<file path="config.mk">
export PLATFORM = sky130hd
export DESIGN_NAME = time_sync_timestamp_unit
export DESIGN_NICKNAME = d
export VERILOG_FILES = /design/src/common/time_sync_pkg.sv /design/src/core/time_sync_timestamp_unit.sv
export SDC_FILE = /design/constraint.sdc
export NUM_CORES = 1
export LEC_CHECK = 0
export ABC_AREA = 0
export BUFFER_PORTS_ARGS = -buffer_cell sky130_fd_sc_hd__buf_2
export CAP_MARGIN = 20
export CORE_MARGIN = 2
export CORE_UTILIZATION = 40
export CTS_BUF_LIST = sky130_fd_sc_hd__clkbuf_8
export DETAILED_ROUTE_END_ITERATION = 16
export RECOVER_POWER = 100
export SLEW_MARGIN = 15
export SYNTH_ARGS = -nofsm -noshare
export SYNTH_HDL_FRONTEND = slang
export SYNTH_SLANG_ARGS = --single-unit
</file>
<file path="constraint.sdc">
create_clock -name aclk -period 6.5 [get_ports aclk]
set_clock_uncertainty 0.1 [all_clocks]
set_input_delay 0.325 -clock aclk [delete_from_list [all_inputs] [get_ports aclk]]
set_output_delay 0.325 -clock aclk [all_outputs]
set_load 0.02 [all_outputs]
</file>
<file path="src/common/time_sync_pkg.sv">
package time_sync_pkg;
	// register byte offsets
	localparam logic [7:0] OFS_IDENT      = 8'h00;
	localparam logic [7:0] OFS_CONTROL    = 8'h04;
	localparam logic [7:0] OFS_REF_SEL    = 8'h08;
	localparam logic [7:0] OFS_PUSH       = 8'h0c;
	localparam logic [7:0] OFS_LOAD_VAL   = 8'h10;
	localparam logic [7:0] OFS_LOAD_STB   = 8'h14;
	localparam logic [7:0] OFS_CMP_VAL    = 8'h18;
	localparam logic [7:0] OFS_CMP_LEN    = 8'h1c;
	localparam logic [7:0] OFS_IRQ_RAW    = 8'h20;
	localparam logic [7:0] OFS_IRQ_MASKED = 8'h24;
	localparam logic [7:0] OFS_IRQ_EN     = 8'h28;
	localparam logic [7:0] OFS_EV_POP     = 8'h30;
	localparam logic [7:0] OFS_EV_LOW     = 8'h34;
	localparam logic [7:0] OFS_EV_MID     = 8'h38;
	localparam logic [7:0] OFS_EV_HIGH    = 8'h3c;
	// field positions and widths
	localparam int CTRL_EN_BIT   = 0;
	localparam int PUSH_BIT      = 0;
	localparam int LOAD_STB_BIT  = 0;
	localparam int POP_BIT       = 0;
	localparam int PEND_BIT      = 0;
	localparam int REF_SEL_W     = 5;
	localparam int CMP_LEN_W     = 16;
	localparam int EV_TYPE_W     = 4;
	localparam int EV_TYPE_LSB   = 20;
	// identity fields, values arbitrary
	localparam logic [15:0] UNIT_IDENT     = 16'h5a5a;
	localparam logic [4:0]  RTL_REVISION   = 5'h01;
	localparam logic [2:0]  MAJOR_REVISION = 3'h1;
	localparam logic [7:0]  MINOR_REVISION = 8'h00;
	// reset value and counter limits
	localparam logic [31:0] RST_ZERO = 32'h0000_0000;
	localparam logic [31:0] CNT_MAX  = 32'hffff_ffff;
	localparam logic [31:0] CNT_HALF = 32'h7fff_ffff;
	// event types
	localparam logic [3:0] EV_PUSH     = 4'h0;
	localparam logic [3:0] EV_ROLL     = 4'h1;
	localparam logic [3:0] EV_HALF     = 4'h2;
	localparam logic [3:0] EV_RX       = 4'h4;
	localparam logic [3:0] EV_TX       = 4'h5;
	localparam logic [3:0] EV_COMPARE  = 4'h6;
	// event fifo
	localparam int FIFO_DEPTH = 8;
	localparam int FIFO_AW    = 3;
	// axi responses
	localparam logic [1:0] RESP_OKAY   = 2'b00;
	localparam logic [1:0] RESP_SLVERR = 2'b10;
endpackage

</file>
<file path="src/core/time_sync_timestamp_unit.sv">
`timescale 1ns/10ps
// Summary of operation
// - unit enable low holds counter, compare and reference logic in reset
// - five-bit select field drives the external reference clock multiplexer
// - select field is writable only while the unit is disabled
// - writing one to push bit queues a software stamp event
// - pushed event carries the counter value at the write
// - push bit is write-only and reads zero
// - load strobe copies the 32-bit load value into the counter
// - load value register reads back last written value
// - load strobe is write-only and self-clears after one clock
// - compare output held for exactly length reference periods on match
// - comparison event raised when counter becomes equal to compare value
// - non-zero length enables compare event and output, zero disables both
// - events read as low, middle and high words at consecutive offsets
// - raw pending reads one while the event fifo holds events
// - masked pending is raw pending gated by interrupt enable
// - pop discards the head event and advances the next
// - event types: push 0000, roll 0001, half 0010, compare 0110
module time_sync_timestamp_unit
	import time_sync_pkg::*;
(
	// clock and reset
	input  wire logic        aclk,
	input  wire logic        aresetn,
	// axi4-lite write address and data
	input  wire logic [7:0]  awaddr,
	input  wire logic        awvalid,
	output logic             awready,
	input  wire logic [31:0] wdata,
	input  wire logic [3:0]  wstrb,
	input  wire logic        wvalid,
	output logic             wready,
	// axi4-lite write response
	output logic [1:0]       bresp,
	output logic             bvalid,
	input  wire logic        bready,
	// axi4-lite read
	input  wire logic [7:0]  araddr,
	input  wire logic        arvalid,
	output logic             arready,
	output logic [31:0]      rdata,
	output logic [1:0]       rresp,
	output logic             rvalid,
	input  wire logic        rready,
	// time reference
	input  wire logic        selected_time_reference,
	output logic [4:0]       ref_clock_select,
	output logic             compare_output
);

	logic                 sync_unit_enable_r;
	logic [REF_SEL_W-1:0] ref_sel_r;
	logic [31:0]          load_val_r;
	logic [31:0]          cmp_val_r;
	logic [CMP_LEN_W-1:0] cmp_len_r;
	logic                 irq_en_r;
	logic [31:0]          cnt_r;
	logic [31:0]          cnt_nxt;
	logic [CMP_LEN_W-1:0] pulse_cnt_r;
	logic [CMP_LEN_W-1:0] pulse_cnt_nxt;
	logic                 bvalid_r;
	logic [1:0]           bresp_r;
	logic                 rvalid_r;
	logic [1:0]           rresp_r;
	logic [31:0]          rdata_r;
	logic [31:0]          ev_stamp_mem [FIFO_DEPTH];
	logic [3:0]           ev_type_mem  [FIFO_DEPTH];
	logic [FIFO_AW-1:0]   wr_ptr_r;
	logic [FIFO_AW-1:0]   rd_ptr_r;
	logic [FIFO_AW:0]     count_r;
	logic [FIFO_AW:0]     count_nxt;

	function automatic logic known_addr(input logic [7:0] a);
		unique case (a)
			OFS_IDENT, OFS_CONTROL, OFS_REF_SEL, OFS_PUSH, OFS_LOAD_VAL,
			OFS_LOAD_STB, OFS_CMP_VAL, OFS_CMP_LEN, OFS_IRQ_RAW,
			OFS_IRQ_MASKED, OFS_IRQ_EN, OFS_EV_POP, OFS_EV_LOW,
			OFS_EV_MID, OFS_EV_HIGH: known_addr = 1'b1;
			default: known_addr = 1'b0;
		endcase
	endfunction

	// write channel: both address and data taken in one beat
	wire wr_en      = awvalid && wvalid && !bvalid_r;
	wire wr_ok      = wr_en && known_addr(awaddr);
	wire wr_lane0   = wr_ok && wstrb[0];
	wire rd_en      = arvalid && !rvalid_r;
	assign awready  = wr_en;
	assign wready   = wr_en;
	assign arready  = rd_en;
	assign bvalid   = bvalid_r;
	assign bresp    = bresp_r;
	assign rvalid   = rvalid_r;
	assign rresp    = rresp_r;
	assign rdata    = rdata_r;

	// decoded register strobes
	wire wr_ctrl    = wr_lane0 && awaddr == OFS_CONTROL;
	wire wr_sel     = wr_lane0 && awaddr == OFS_REF_SEL
		&& !sync_unit_enable_r;
	wire push_wr    = wr_lane0 && awaddr == OFS_PUSH && wdata[PUSH_BIT];
	wire wr_ldval   = wr_ok && awaddr == OFS_LOAD_VAL;
	wire load_wr    = wr_lane0 && awaddr == OFS_LOAD_STB
		&& wdata[LOAD_STB_BIT];
	wire wr_cmpval  = wr_ok && awaddr == OFS_CMP_VAL;
	wire wr_cmplen  = wr_ok && awaddr == OFS_CMP_LEN;
	wire wr_irqen   = wr_lane0 && awaddr == OFS_IRQ_EN;
	wire pop_wr     = wr_lane0 && awaddr == OFS_EV_POP && wdata[POP_BIT];

	// byte-lane merge for full-word registers
	function automatic logic [31:0] merge(input logic [31:0] old_v,
		input logic [31:0] new_v, input logic [3:0] strb);
		for (int i = 0; i < 4; i++) begin
			merge[8*i +: 8] = strb[i] ? new_v[8*i +: 8] : old_v[8*i +: 8];
		end
	endfunction

	// reference time base
	wire tick       = sync_unit_enable_r && selected_time_reference;
	wire cnt_inc_ok = tick && !load_wr;
	wire [31:0] cnt_plus = cnt_r + 32'h0000_0001;
	wire cmp_armed  = cmp_len_r != '0;
	wire cmp_hit    = cnt_inc_ok && cmp_armed && cnt_plus == cmp_val_r;
	wire roll_hit   = cnt_inc_ok && cnt_r == CNT_MAX;
	wire half_hit   = cnt_inc_ok && cnt_r == CNT_HALF;

	always_comb begin
		if (!sync_unit_enable_r)
			cnt_nxt = RST_ZERO;
		else if (load_wr)
			cnt_nxt = load_val_r;
		else if (tick)
			cnt_nxt = cnt_plus;
		else
			cnt_nxt = cnt_r;
	end

	always_comb begin
		if (!sync_unit_enable_r || !cmp_armed)
			pulse_cnt_nxt = '0;
		else if (cmp_hit)
			pulse_cnt_nxt = cmp_len_r;
		else if (tick && pulse_cnt_r != '0)
			pulse_cnt_nxt = pulse_cnt_r - 16'h0001;
		else
			pulse_cnt_nxt = pulse_cnt_r;
	end
	assign compare_output = pulse_cnt_r != '0;
	assign ref_clock_select = ref_sel_r;

	// event source selection, push first
	wire fifo_full  = count_r == (FIFO_AW+1)'(FIFO_DEPTH);
	wire fifo_empty = count_r == '0;
	wire ev_any     = push_wr || cmp_hit || roll_hit || half_hit;
	wire ev_wr      = ev_any && !fifo_full;
	wire [3:0] ev_type_sel = push_wr ? EV_PUSH :
		cmp_hit ? EV_COMPARE : roll_hit ? EV_ROLL : EV_HALF;
	wire [31:0] ev_stamp_sel = push_wr ? cnt_r :
		cmp_hit ? cmp_val_r : RST_ZERO;
	wire ev_pop     = pop_wr && !fifo_empty;
	assign count_nxt = count_r + (FIFO_AW+1)'(ev_wr)
		- (FIFO_AW+1)'(ev_pop);

	wire pending_raw    = !fifo_empty;
	wire pending_masked = pending_raw && irq_en_r;
	wire [31:0] head_low  = ev_stamp_mem[rd_ptr_r];
	wire [31:0] head_mid  = 32'(ev_type_mem[rd_ptr_r]) << EV_TYPE_LSB;
	wire [31:0] head_high = head_mid;

	// read decode; push and strobe read zero
	// load value readback
	logic [31:0] rd_mux;
	always_comb begin
		unique case (araddr)
			OFS_IDENT:      rd_mux = {UNIT_IDENT, RTL_REVISION,
				MAJOR_REVISION, MINOR_REVISION};
			OFS_CONTROL:    rd_mux = 32'(sync_unit_enable_r);
			OFS_REF_SEL:    rd_mux = 32'(ref_sel_r);
			OFS_LOAD_VAL:   rd_mux = load_val_r;
			OFS_CMP_VAL:    rd_mux = cmp_val_r;
			OFS_CMP_LEN:    rd_mux = 32'(cmp_len_r);
			OFS_IRQ_RAW:    rd_mux = 32'(pending_raw);
			OFS_IRQ_MASKED: rd_mux = 32'(pending_masked);
			OFS_IRQ_EN:     rd_mux = 32'(irq_en_r);
			OFS_EV_LOW:     rd_mux = fifo_empty ? RST_ZERO : head_low;
			OFS_EV_MID:     rd_mux = fifo_empty ? RST_ZERO : head_mid;
			OFS_EV_HIGH:    rd_mux = fifo_empty ? RST_ZERO : head_high;
			default:        rd_mux = RST_ZERO;
		endcase
	end

	// bus response
	always_ff @(posedge aclk) begin
		if (!aresetn) begin
			bvalid_r <= 1'b0;
			bresp_r  <= RESP_OKAY;
			rvalid_r <= 1'b0;
			rresp_r  <= RESP_OKAY;
			rdata_r  <= RST_ZERO;
		end else begin
			if (wr_en) begin
				bvalid_r <= 1'b1;
				bresp_r  <= known_addr(awaddr) ? RESP_OKAY : RESP_SLVERR;
			end else if (bready)
				bvalid_r <= 1'b0;
			if (rd_en) begin
				rvalid_r <= 1'b1;
				rresp_r  <= known_addr(araddr) ? RESP_OKAY : RESP_SLVERR;
				rdata_r  <= rd_mux;
			end else if (rready)
				rvalid_r <= 1'b0;
		end
	end

	// software registers
	always_ff @(posedge aclk) begin
		if (!aresetn) begin
			sync_unit_enable_r <= 1'b0;
			ref_sel_r          <= '0;
			load_val_r         <= RST_ZERO;
			cmp_val_r          <= RST_ZERO;
			cmp_len_r          <= '0;
			irq_en_r           <= 1'b0;
		end else begin
			if (wr_ctrl)
				sync_unit_enable_r <= wdata[CTRL_EN_BIT];
			if (wr_sel)
				ref_sel_r <= wdata[REF_SEL_W-1:0];
			if (wr_ldval)
				load_val_r <= merge(load_val_r, wdata, wstrb);
			if (wr_cmpval)
				cmp_val_r <= merge(cmp_val_r, wdata, wstrb);
			if (wr_cmplen)
				cmp_len_r <= CMP_LEN_W'(merge(32'(cmp_len_r), wdata, wstrb));
			if (wr_irqen)
				irq_en_r <= wdata[PEND_BIT];
		end
	end

	// single clock domain, tick is an enable
	always_ff @(posedge aclk) begin
		if (!aresetn) begin
			cnt_r       <= RST_ZERO;
			pulse_cnt_r <= '0;
		end else begin
			cnt_r       <= cnt_nxt;
			pulse_cnt_r <= pulse_cnt_nxt;
		end
	end

	// event fifo pointers
	always_ff @(posedge aclk) begin
		if (!aresetn) begin
			wr_ptr_r <= '0;
			rd_ptr_r <= '0;
			count_r  <= '0;
		end else begin
			if (ev_wr)
				wr_ptr_r <= wr_ptr_r + FIFO_AW'(1);
			if (ev_pop)
				rd_ptr_r <= rd_ptr_r + FIFO_AW'(1);
			count_r <= count_nxt;
		end
	end

	always_ff @(posedge aclk) begin
		if (ev_wr) begin
			ev_stamp_mem[wr_ptr_r] <= ev_stamp_sel;
			ev_type_mem[wr_ptr_r]  <= ev_type_sel;
		end
	end
endmodule

</file>
==> results.toml <==
[sta]
hold_viol = 0
finalSetupViolations = 0
max_freq_mhz = 182
finalWorstSetupSlack_ns = 1.01
min_period_ns = 5.49
rsz0062_at_grt = "no"
max_slew_margin = -1.19
tightest_slew_ns = 3.29
post-route-period-util = 0.845
slew_violations = 245

[setup_path]
crit_required_ns = 6.65
rr_worst_depth = 11
cp_max_fo = 15
crit_path_end_kind = "register"
r2r_end = "ev_stamp_mem[2][31]"
arrival_ns = 5.65
crit_path_start_kind = "register"
crit_type = "reg2reg"
reg2reg_slack_ns = 1.01
r2r-start = "cnt_r[0]"

[grt]
grt_use_met3 = 0.0385
use_met1 = 0.314
grt_max_degree = 79
grt_pass1_vias = 14600
grtUsageTotal = 0.223
grt_pass1_wl_um = 90200
grt_overflow = 0
top_usage_layer = "met2"
antenna_found_initial = 0
grtUsageMet2 = 0.344

[place]
place_congestion = 0.904
post-place-ws_ns = 1.63
hpwl_um = 40400
io_buffers = 104
place_inst = 2430

[floorplan]
die_h_um = 232
coreArea_um2 = 51200
num_rows = 83
ios = 107
die_area_um2 = 53600
start_util = 0.404
die_x_um = 232

[min_path]
whs_endpoint = "rdata[0]"
worst_hold_startpoint = "araddr[5]"
min_path_type = "in2reg"
hold_depth = 5

[route]
drt-initial-drc-count = 1459
dr.pass1.iters = 6
routed_wl_um = 59600
ant_nets = 0
wl_per_cell_um = 22.7
vias = 15000
drc = 0
via_per_inst = 5.69

[power]
p_leak_uw = 0.00801
p_total_uw = 5800
p_per_area_nw_per_um2 = 243
ir_worst_vdd_v = 0.000184

[final_layout]
finalNonFillerCells = 2629
antenna_cells = 0
nets = 1955
drive_above_1_share = 0.147
syn2layout_area_growth_pct = 15.1

[cts]
cts_setup_buffers = 0
cts_hold_buf = 51
cts_resized = 0
cts_htree_levels = 3
cts_tree = "done"
clock_latency_ns = 0.69
cts-buffers-inserted = 81
root_buffer = "clkbuf_8"
cts_sinks = 464
cts.clk_slew.worst_paths_ns = 0.06
max-clock-path-buffers = 3

[synth]
synthArstFlopShare = 0
netlist_instances = 1730
ys.flop_type = "edfxtp_1"
ys_warn_count = 0
synth_edf_count = 280
synth_top_area_share = 0.406
synth_area_leader_cell = "edfxtp_1"
yosysSeqAreaShare = 0.584
avgSynthCellArea_um2 = 12.0
synth_cell_types = 64
synth_area_leaders = "edfxtp_1 (41%), dfxtp_1 (18%), mux4_2 (7.6%)"
ys_seq_elements = 464
netlist_area_um2 = 20700
post-synth-top-count-cell = "edfxtp_1"
yosys-top-cells-count = "edfxtp_1 (280), nand2_1 (218), dfxtp_1 (184)"

[outcome]
status = "finished with violations"
violations = "capacitance limit, slew limit"

[flow_run]
cap_violations = 5
sequential cells by signal (all words and copies together), names as in the netlist, named ones only:
| register | count |
|---|---|
| bresp | 1 |
| bvalid | 1 |
| cmp_len_r | 16 |
| cmp_val_r | 32 |
| cnt_r | 32 |
| count_r | 4 |
| ev_stamp_mem | 256 |
| ev_type_mem | 24 |
| irq_en_r | 1 |
| load_val_r | 32 |
| pulse_cnt_r | 16 |
| rd_ptr_r | 3 |
| rdata | 32 |
| ref_clock_select | 5 |
| rresp | 1 |
| rvalid | 1 |
| sync_unit_enable_r | 1 |
| wr_ptr_r | 3 |
cells in the final DEF, fill, tap and decap left out, types with 6 or more instances in the layout:
cell type      count
dlygate4sd3_1     51
a221oi_1           6
inv_1             44
mux2_2             6
buf_4             19
a31oi_1           10
xnor2_1           59
nor3b_1            7
buf_2             59
a21boi_0          83
ha_1              10
edfxtp_1         280
nor2_1            92
o21ai_0           38
or2_2              7
clkbuf_8          88
clkbuf_1          59
a21oi_1           15
mux2i_1           59
nor3_1            31
nand2_1          218
a22oi_1           31
nand3_1          145
xor2_1            35
nand4_1           21
nor2b_1           33
nand2b_1           8
a211oi_1          28
and2_1             7
dfxtp_1          181
nor4_1            22
clkinv_1          14
clkinv_2           6
mux4_2            70
a222oi_1          17
how the worst max path moves through the flow:
| stage | from | to | slack (ns) | depth (start not counted) |
|---|---|---|---|---|
| after floorplan | cnt_r[0] | ev_stamp_mem[1][0] | -0.70 | 10 |
| after global placement | cnt_r[0] | count_r[2] | 1.71 | 16 |
| after detailed placement | cnt_r[0] | count_r[2] | 1.63 | 16 |
| after CTS | cnt_r[0] | ev_type_mem[7][0] | 1.62 | 11 |
| after global routing | cnt_r[0] | ev_stamp_mem[2][31] | 0.67 | 11 |
| final | cnt_r[0] | ev_stamp_mem[2][31] | 1.01 | 11 |
area by class of cell:
class / count / area [um2]
timing repair buffer: 193 / 1190
clock inverter: 60 / 340
tap: 680 / 851
fill: 4699 / 27400
inverter: 15 / 56.3
sequential: 464 / 12100
clock buffer: 88 / 1210
multi-input combinational: 1129 / 8080
worst max-delay path: stages, from the launching register on:
cell	delay (ns)
dfxtp_1	0.47
ha_1	0.25
nand3_1	0.31
nor4_1	0.85
nand4_1	0.20
xnor2_1	0.18
o21ai_0	0.10
or4_1	0.55
nor4_4	0.50
o21ai_2	0.23
nor4b_1	0.41
clkbuf_1	0.90
power breakdown:
| group | leakage (uW) | internal, uW | switching (uW) | total, uW |
|---|---|---|---|---|
| registers | 0.00423 | 3090 | 4.20 | 3090 |
| logic | 0.00289 | 56.1 | 79.5 | 136 |
| clock network | 0.000891 | 1340 | 1230 | 2570 |
cell families after synthesis:
| family | Yosys count | share of synthesized area |
|---|---|---|
| compound gates | 255 | 0.0887 |
| xor+xnor | 94 | 0.0398 |
| fa+ha+maj | 11 | 0.00701 |
| buf+inv | 138 | 0.0267 |
| flops | 464 | 0.584 |
| mux | 135 | 0.108 |
| other cells | 1 | 0.000181 |
| simple gates | 632 | 0.146 |
per-layer routing:
metal	part of all wire	wire length, um
met3	0.070	4190
met4	0.033	1950
met2	0.45	27100
met1	0.44	26400
met5	0	0
per-stage QoR:
stage | hold WS, ns | setup TNS (ns) | area (um2) | utilization
6_report | 0.0694 | 0 | 23800 | 0.466
5_1_grt | 0.0639 | 0 | 23800 | 0.466
4_1_cts | 0.00158 | 0 | 24000 | 0.469
3_5_place_dp | 0.372 | 0 | 22000 | 0.429
3_3_place_gp | 0.368 | 0 | 21900 | 0.429
2_1_floorplan | 0.349 | -61.45 | 20700 | -
Note: power is estimated with default switching activity, not from simulation.
